File: config.mk
export PLATFORM = sky130hd
export DESIGN_NAME = serial_adc_device_flat
export DESIGN_NICKNAME = d
export VERILOG_FILES = /design/src/common/serial_adc_pkg.sv /design/src/common/adc_link_if.sv /design/src/verilog/serial_adc_device.sv /design/src/flat_wrapper.sv
export SDC_FILE = /design/constraint.sdc
export NUM_CORES = 1
export LEC_CHECK = 0
export CAP_MARGIN = 10
export CORE_ASPECT_RATIO = 0.9
export CORE_MARGIN = 2
export CORE_UTILIZATION = 60
export CTS_BUF_LIST = sky130_fd_sc_hd__clkbuf_4 sky130_fd_sc_hd__clkbuf_8
export CTS_CLUSTER_SIZE = 30
export DETAILED_ROUTE_END_ITERATION = 10
export DONT_BUFFER_PORTS = 1
export PLACE_DENSITY = 0.82
export SLEW_MARGIN = 20
export SYNTH_ARGS = -nofsm -noshare
export SYNTH_HDL_FRONTEND = slang
export SYNTH_SLANG_ARGS = --single-unit
File: constraint.sdc
create_clock -name clk -period 3.5 [get_ports clk]
set_input_delay 0.175 -clock clk [delete_from_list [all_inputs] [get_ports clk]]
set_output_delay 0.175 -clock clk [all_outputs]
set_load 0.1 [all_outputs]
File: src/common/serial_adc_pkg.sv
// Shared constants and types for the serial converter link and its master.
package serial_adc_pkg;

	// ------------------------------------------------------------------
	// Conversion format
	// ------------------------------------------------------------------
	localparam int             CODE_W         = 10;
	localparam int             LEVEL_W        = 16;
	localparam int             CODE_STEPS     = 1024;
	localparam int             LSB_SHIFT      = 6;
	localparam logic [16:0]    HALF_LSB_UNITS = 17'h00020;
	localparam logic [10:0]    CODE_MAX       = 11'h3ff;

	// ------------------------------------------------------------------
	// Frame positions, counted in serial clock falling edges
	// ------------------------------------------------------------------
	localparam int             FALL_W           = 5;
	localparam logic [4:0]     SHUTDOWN_MIN_FALL = 5'h02;
	localparam logic [4:0]     NORMAL_HOLD_FALL  = 5'h0a;
	localparam logic [4:0]     DATA_FIRST_FALL   = 5'h04;
	localparam logic [4:0]     DATA_LAST_FALL    = 5'h0d;
	localparam logic [4:0]     WORD_FALLS        = 5'h10;
	localparam logic [4:0]     SAVE_LAST_FALL    = 5'h0e;
	localparam logic [4:0]     CONT_FRAME_FALLS  = 5'h14;

	// ------------------------------------------------------------------
	// Timing
	// ------------------------------------------------------------------
	localparam int             CLK_PERIOD_NS  = 100;
	localparam int             SCLK_PERIOD_NS = 800;
	localparam int             SCLK_HALF_CYC  = SCLK_PERIOD_NS / (2 * CLK_PERIOD_NS);
	localparam int             QUIET_NS       = 50;
	localparam int             QUIET_RAW      = (QUIET_NS + CLK_PERIOD_NS - 1) / CLK_PERIOD_NS;
	localparam int             QUIET_CYC      = (QUIET_RAW < 1) ? 1 : QUIET_RAW;
	localparam int             TIMER_W        = 4;

	// ------------------------------------------------------------------
	// Modes and states
	// ------------------------------------------------------------------
	typedef enum logic {MODE_NORMAL, MODE_SHUTDOWN} power_mode_t;
	typedef enum logic [2:0] {H_IDLE, H_LEAD, H_LOW, H_HIGH, H_GAP} host_state_t;

endpackage : serial_adc_pkg

File: src/common/adc_link_if.sv
// Three-wire link between the converter end and its serial master.
`timescale 1ns/1ps
`default_nettype none
interface adc_link_if;
	logic sclk;
	logic cs_n;
	logic serial_result_out;
	logic serial_result_oe;
	logic serial_result_level;

	// A released line is read as high, as if a weak pull-up held it.
	assign serial_result_level = serial_result_oe ? serial_result_out : 1'b1;

	modport device_end (
		input  sclk,
		input  cs_n,
		output serial_result_out,
		output serial_result_oe
	);

	modport host_end (
		output sclk,
		output cs_n,
		input  serial_result_level
	);
endinterface : adc_link_if
`default_nettype wire

File: src/verilog/serial_adc_device.sv
// Converter end: frame decoding, power modes and result shifting.
//
// What this block and its master do
// - Result is unsigned binary, step is reference/1024.
// - First step at half LSB, then full steps.
// - Select fall enters normal mode, starts conversion.
// - Rise after falls 2..9 shuts down, aborts.
// - Rise before fall 2 keeps power mode.
// - Rise after falls 10..15 aborts, stays normal.
// - Shutdown holds analog off until select falls.
// - Frame from shutdown gives unusable dummy result.
// - Wake frame needs select low past fall 10.
// - Fully powered after sixteen wake-frame clocks.
// - Sixteen clocks per word, then line released.
// - Master raises select before next frame.
// - Master keeps quiet gap before next frame.
// - Quiet gap also follows the dummy conversion.
// - Power-on mode unknown; run one dummy first.
// - Continuous normal operation uses 20-clock frames.
// - Power saving: rise between falls 2 and 9.
// - Four zeros, ten bits MSB first, two zeros.
// - Master captures each data bit at end of following high phase.
// - Select fall drives line and samples input.
`timescale 1ns/1ps
`default_nettype none
module serial_adc_device
	import serial_adc_pkg::*;
#(
	parameter power_mode_t START_MODE = MODE_SHUTDOWN
) (
	input  wire logic                clk,
	input  wire logic                reset,
	adc_link_if.device_end           link,
	input  wire logic [LEVEL_W-1:0]  analog_level,
	output logic      [CODE_W-1:0]   last_code,
	output logic                     analog_on,
	output logic                     powered_up,
	output logic                     frame_active,
	output logic                     frame_aborted
);

	// ------------------------------------------------------------------
	// Helpers
	// ------------------------------------------------------------------

	// The level is a fraction of the supply reference in 2^16 units, so
	// one code step is 64 units and the half-step offset centres codes.
	function automatic logic [CODE_W-1:0] quantise(
		input logic [LEVEL_W-1:0] level
	);
		logic [16:0] sum;
		logic [10:0] steps;
		sum   = {1'b0, level} + HALF_LSB_UNITS;
		steps = sum[16:LSB_SHIFT];
		if (steps > CODE_MAX) begin
			steps = CODE_MAX;
		end
		return steps[CODE_W-1:0];
	endfunction : quantise

	// Bit driven after a given falling edge of the frame.
	function automatic logic frame_bit(
		input logic [FALL_W-1:0] fall,
		input logic [CODE_W-1:0] code
	);
		logic [4:0] idx;
		idx = DATA_LAST_FALL - fall;
		frame_bit = 1'b0;
		if (fall >= DATA_FIRST_FALL && fall <= DATA_LAST_FALL) begin
			frame_bit = code[idx[3:0]];
		end
	endfunction : frame_bit

	// ------------------------------------------------------------------
	// Pin synchronisers and edge detection
	// ------------------------------------------------------------------
	logic [1:0] sclk_sync_ff;
	logic [1:0] cs_sync_ff;
	logic       sclk_d_ff;
	logic       cs_d_ff;
	logic       sclk_fall;
	logic       cs_fall;
	logic       cs_rise;

	always_ff @(posedge clk or posedge reset) begin
		if (reset) begin
			sclk_sync_ff <= 2'h3;
			cs_sync_ff   <= 2'h3;
			sclk_d_ff    <= 1'b1;
			cs_d_ff      <= 1'b1;
		end else begin
			sclk_sync_ff <= {sclk_sync_ff[0], link.sclk};
			cs_sync_ff   <= {cs_sync_ff[0], link.cs_n};
			sclk_d_ff    <= sclk_sync_ff[1];
			cs_d_ff      <= cs_sync_ff[1];
		end
	end

	assign sclk_fall = sclk_d_ff & ~sclk_sync_ff[1];
	assign cs_fall   = cs_d_ff & ~cs_sync_ff[1];
	assign cs_rise   = ~cs_d_ff & cs_sync_ff[1];

	// ------------------------------------------------------------------
	// Frame tracking
	// ------------------------------------------------------------------
	logic              active_ff;
	logic [FALL_W-1:0] fall_cnt_ff;
	logic [FALL_W-1:0] nxt_fall_cnt;
	logic              counting;

	assign counting     = active_ff & sclk_fall & (fall_cnt_ff < WORD_FALLS);
	assign nxt_fall_cnt = fall_cnt_ff + 5'h01;

	always_ff @(posedge clk or posedge reset) begin
		if (reset) begin
			active_ff   <= 1'b0;
			fall_cnt_ff <= '0;
		end else if (cs_fall) begin
			active_ff   <= 1'b1;
			fall_cnt_ff <= '0;
		end else if (cs_rise) begin
			active_ff   <= 1'b0;
		end else if (counting) begin
			fall_cnt_ff <= nxt_fall_cnt;
		end
	end

	// ------------------------------------------------------------------
	// Sample capture
	// ------------------------------------------------------------------
	logic [CODE_W-1:0] sample_ff;

	always_ff @(posedge clk or posedge reset) begin
		if (reset) begin
			sample_ff <= '0;
		end else if (cs_fall) begin
			sample_ff <= quantise(analog_level);
		end
	end

	// ------------------------------------------------------------------
	// Power mode
	// ------------------------------------------------------------------
	power_mode_t mode_ff;
	logic        wake_ff;
	logic        powering_ff;

	always_ff @(posedge clk or posedge reset) begin
		if (reset) begin
			mode_ff <= START_MODE;
			wake_ff <= 1'b0;
		end else if (cs_fall) begin
			mode_ff <= MODE_NORMAL;
			wake_ff <= (mode_ff == MODE_SHUTDOWN);
		end else if (cs_rise && active_ff) begin
			if (wake_ff && fall_cnt_ff < NORMAL_HOLD_FALL) begin
				mode_ff <= MODE_SHUTDOWN;
			end else if (fall_cnt_ff >= SHUTDOWN_MIN_FALL &&
					fall_cnt_ff < NORMAL_HOLD_FALL) begin
				mode_ff <= MODE_SHUTDOWN;
			end
			// Below two falls the mode is left alone, so select glitches
			// cannot switch it.
		end
	end

	// Until a full wake frame has run, results are not trusted; this
	// also covers the unknown state straight after power-on.
	always_ff @(posedge clk or posedge reset) begin
		if (reset) begin
			powering_ff <= 1'b1;
		end else if (cs_fall && mode_ff == MODE_SHUTDOWN) begin
			powering_ff <= 1'b1;
		end else if (counting && nxt_fall_cnt == WORD_FALLS) begin
			powering_ff <= 1'b0;
		end
	end

	// ------------------------------------------------------------------
	// Result line
	// ------------------------------------------------------------------
	logic sdo_ff;
	logic oe_ff;

	always_ff @(posedge clk or posedge reset) begin
		if (reset) begin
			sdo_ff <= 1'b0;
			oe_ff  <= 1'b0;
		end else if (cs_fall) begin
			sdo_ff <= 1'b0;
			oe_ff  <= 1'b1;
		end else if (cs_rise) begin
			oe_ff  <= 1'b0;
		end else if (counting) begin
			if (nxt_fall_cnt == WORD_FALLS) begin
				oe_ff <= 1'b0;
			end else begin
				sdo_ff <= frame_bit(nxt_fall_cnt, sample_ff);
			end
		end
	end

	// ------------------------------------------------------------------
	// Status outputs
	// ------------------------------------------------------------------
	logic aborted_ff;
	logic [CODE_W-1:0] last_code_ff;

	always_ff @(posedge clk or posedge reset) begin
		if (reset) begin
			aborted_ff   <= 1'b0;
			last_code_ff <= '0;
		end else begin
			aborted_ff <= cs_rise & active_ff & (fall_cnt_ff < WORD_FALLS);
			if (counting && nxt_fall_cnt == WORD_FALLS) begin
				last_code_ff <= sample_ff;
			end
		end
	end

	assign link.serial_result_out = sdo_ff;
	assign link.serial_result_oe  = oe_ff;
	assign last_code     = last_code_ff;
	assign analog_on     = (mode_ff == MODE_NORMAL);
	assign powered_up    = (mode_ff == MODE_NORMAL) & ~powering_ff;
	assign frame_active  = active_ff;
	assign frame_aborted = aborted_ff;

endmodule : serial_adc_device
`default_nettype wire

File: src/flat_wrapper.sv
// flat-port wrapper written by rule: the top's interface ports become plain ports
module serial_adc_device_flat import serial_adc_pkg::*;
#(
	parameter power_mode_t START_MODE = MODE_SHUTDOWN
)
  (clk, reset, analog_level, last_code, analog_on, powered_up, frame_active, frame_aborted, link_sclk, link_cs_n, link_serial_result_out, link_serial_result_oe);
  adc_link_if link_i ();
  input  wire logic clk;
  input  wire logic reset;
  input  wire logic [LEVEL_W-1:0] analog_level;
  output logic      [CODE_W-1:0] last_code;
  output logic analog_on;
  output logic powered_up;
  output logic frame_active;
  output logic frame_aborted;
  input wire logic [$bits(link_i.sclk)-1:0] link_sclk;
  input wire logic [$bits(link_i.cs_n)-1:0] link_cs_n;
  output wire logic [$bits(link_i.serial_result_out)-1:0] link_serial_result_out;
  output wire logic [$bits(link_i.serial_result_oe)-1:0] link_serial_result_oe;
  assign link_i.sclk = link_sclk;
  assign link_i.cs_n = link_cs_n;
  assign link_serial_result_out = link_i.serial_result_out;
  assign link_serial_result_oe = link_i.serial_result_oe;
  serial_adc_device #(.START_MODE(START_MODE)) u_core (.clk(clk), .reset(reset), .link(link_i), .analog_level(analog_level), .last_code(last_code), .analog_on(analog_on), .powered_up(powered_up), .frame_active(frame_active), .frame_aborted(frame_aborted));
endmodule
==> impl_metrics.csv <==
group,metric,value,unit
synthesis,synthDistinctLibCells,48,
sta,final_max_slew_viol_count,0,
worst_setup_path,startpoint_type,"flop",
floorplan,dieHeight,59.65,um
worst_setup_path,cp-end-kind,"flop",
placement,postPlaceCellArea,0.002074,mm^2
clocking,clk_latency,0.29,ns
layout,final_common_cell,"dfrtp_1",
synthesis,ys_seq_elements,38,
power,leakagePower,0.001043,uW
clocking,cts_buffers,5,
sta,rsz0062_at_grt,"false",
clocking,clk_pin_slew,0.08,ns
clocking,clockBufferDepth,2,
layout,area_growth,8.606,%
synthesis,yosysSeqAreaShare,46.55,%
drt,vias,1388,
sta,hold-worst-slack,0.07863,ns
worst_setup_path,rrSetupSlack,0.93,ns
worst_setup_path,crit_required,3.68,ns
drt,wl,3753,um
synthesis,synth_top_area_share,36.36,%
synthesis,syn_avg_cell_area,10.81,um^2
sta,worst_pin_slew,1.079,ns
drt,drtIter0Drc,111,
worst_setup_path,crit_path_max_fanout,10,
worst_setup_path,critPathLaunch,"u_core.fall_cnt_ff[0]",
layout,fill_cells,225,
synthesis,synth_async_sr_flop_share,100.0,%
synthesis,ys.flop_type,"dfrtp_1",
global_route,antenna_found_initial,0,
drt,detail-route-antenna-nets,0,
power,power_density,730.8,mW/mm^2
worst_setup_path,r2r_cells,7,
floorplan,core.rowCount,20,
clocking,root_buffer,"clkbuf_8",
run,drv_cap,0,
global_route,grt_pass1_wl,6341,um
clocking,cts_hold_buf,3,
floorplan,ios,36,
synthesis,syn-num-nets,220,
synthesis,synth_top_cell_by_area,"dfrtp_1",
sta,fin_crit_sh,73.41,%
floorplan,initial_core_util,62.03,%
clocking,cts.repair.resized,0,
hold_path,hold_path.class,"primary input to flop",
global_route,grt_max_degree,27,
layout,nNetsFinal,222,
layout,antenna_cells,0,
power,vdd_ir_drop_max,0.0004437,V
worst_setup_path,crit_arrival,2.75,ns
synthesis,synth_area,0.002064,mm^2
global_route,overflow,0,
power,seqPwrFrac,41.2,%
placement,portBuffers,0,
synthesis,ys_top_cells_by_area,"dfrtp_1, dfstp_2, mux2_4",
floorplan,die_w,65.83,um
synthesis,yosysWarnings,0,
placement,hpwl,2619,um
floorplan,core,0.003328,mm^2
sta,fmax,389.2,MHz
worst_setup_path,r2r_start,"u_core.fall_cnt_ff[0]",
power,p_int,1021,uW
clocking,tritoncts,"done",
worst_setup_path,reg2reg_to,"u_core.link.serial_result_out",
placement,gp_congestion,0.8178,
power,pwr-share-comb,31.6,%
floorplan,die-area,0.003927,mm^2
sta,finalCriticalPeriod,2.569,ns
clocking,h-tree-depth,2,
sta,setup_violations,0,
sta,timing.slew.headroom,27.97,%
power,swShare,37.67,%
layout,fin_area,0.002242,mm^2
global_route,grt_pass1_vias,1388,
layout,drive_gt1_share,21.65,%
drt,post-route-drc-count,0,
worst_setup_path,cp-endpoint,"u_core.link.serial_result_out",
outcome,status,"finished, final reports clean",
drt,wl_per_cell,15.77,um
drt,viasPerCell,5.832,
clocking,post_cts_buffers,0,
global_route,grt.total_usage,21.55,%
clocking,cts.sinks,38,
worst_setup_path,critPathKind,"flop to flop",
sta,hold_violations,0,
layout,final_cell_mix,"dfrtp_1, inv_1, nand2_1",
power,p_sw,617.2,uW
synthesis,syn_inst,191,
sta,fin_setup_tns,0,ns
synthesis,synth_edf_count,0,
sta,skew,0.006401,ns
drt,dr.pass1.iters,4,
power,clkPwrFrac,27.1,%
final cells by class:
cell class,count,area (um^2),area share [%]
flip-flops and latches,38,960.9,42.86
clock buffers,5,68.82,3.069
clock inverters,3,68.82,3.069
repair buffers,4,37.54,1.674
inverters,15,56.30,2.511
well taps,44,55.05,2.455
multi-input cells,129,994.7,44.36
Yosys cell counts, drive strengths merged, types with 2 or more instances:
library cell  number
a31o               3
dfrtp             30
nand3              9
inv               15
dfstp              8
o21ai              8
o221ai             2
mux2i              3
nand4              2
nor3b              2
nand2             15
clkbuf             4
xnor2              8
ha                 9
o211ai             2
and3               3
buf                5
nor2b              2
mux2              15
nor3               4
mux4               2
nor2              15
a21oi             11
critical path, stage by stage, from the launching register on:
cell and delay [ns]:
dfrtp_1 0.61, ha_1 0.37, xor2_1 0.34, ha_1 0.33, mux4_2 0.30, mux2i_1 0.17
o22ai_1 0.12, a31o_1 0.23
sequential cells by signal, summed over array words and instances (netlist names), 2 cells and up:
| register | count |
|---|---|
| u_core.sample_ff | 10 |
| u_core.fall_cnt_ff | 5 |
| u_core.last_code | 10 |
| u_core.cs_sync_ff | 2 |
| u_core.sclk_sync_ff | 2 |
layer usage:
metal,GRT usage (%),vias up,part of all wire (%),wire (um)
met5,0,-,0,0
met4,8.631,0,2.0,76
met3,5.273,8,4.7,175
met2,36.22,38,49,1842
met1,27.03,674,44,1658
li1,-,668,-,-
power groups by stage:
stage	clock network [uW]	registers, uW	logic (uW)
final	445	675	518
after global routing	466	686	576
after CTS	452	674	521
after detailed placement	0	683	512
after global placement	0	678	489
after floorplan	0	640	474
logic make-up (layout without fill, tap and decap cells):
group | count (synthesis) | count (layout) | synth area share, %
simple gates | 57 | 57 | 13.94
flops | 38 | 38 | 46.55
compound gates | 34 | 34 | 10.67
buf+inv | 24 | 27 | 5.394
mux | 20 | 20 | 13.45
fa+ha+maj | 9 | 9 | 5.455
xor+xnor | 9 | 9 | 4.545
per-stage QoR:
stage / std cells / utilization, % / power (uW) / worst slack (ns)
finish: 238 / 67.37 / 1639 / 0.9307
CTS: 238 / 67.37 / 1648 / 0.9513
global route: 238 / 67.37 / 1728 / 0.7997
detailed placement: 227 / 62.33 / 1195 / 1.005
global placement: 227 / 62.33 / 1166 / 1.118
floorplan: 191 / - / 1114 / 1.350
worst min-delay path by stage:
stage / start / cells past startpoint / endpoint / slack, ns
6_report: analog_level[7] / 2 / u_core.sample_ff[1] / 0.08
5_1_grt: analog_level[7] / 2 / u_core.sample_ff[1] / 0.08
4_1_cts: analog_level[11] / 2 / u_core.sample_ff[5] / 0.07
3_5_place_dp: link_sclk / 0 / u_core.sclk_sync_ff[0] / 0.18
3_3_place_gp: reset / 1 / u_core.last_code[4] / 0.16
2_1_floorplan: link_cs_n / 0 / u_core.cs_sync_ff[0] / 0.18
Note: power is estimated with default switching activity, not from simulation.
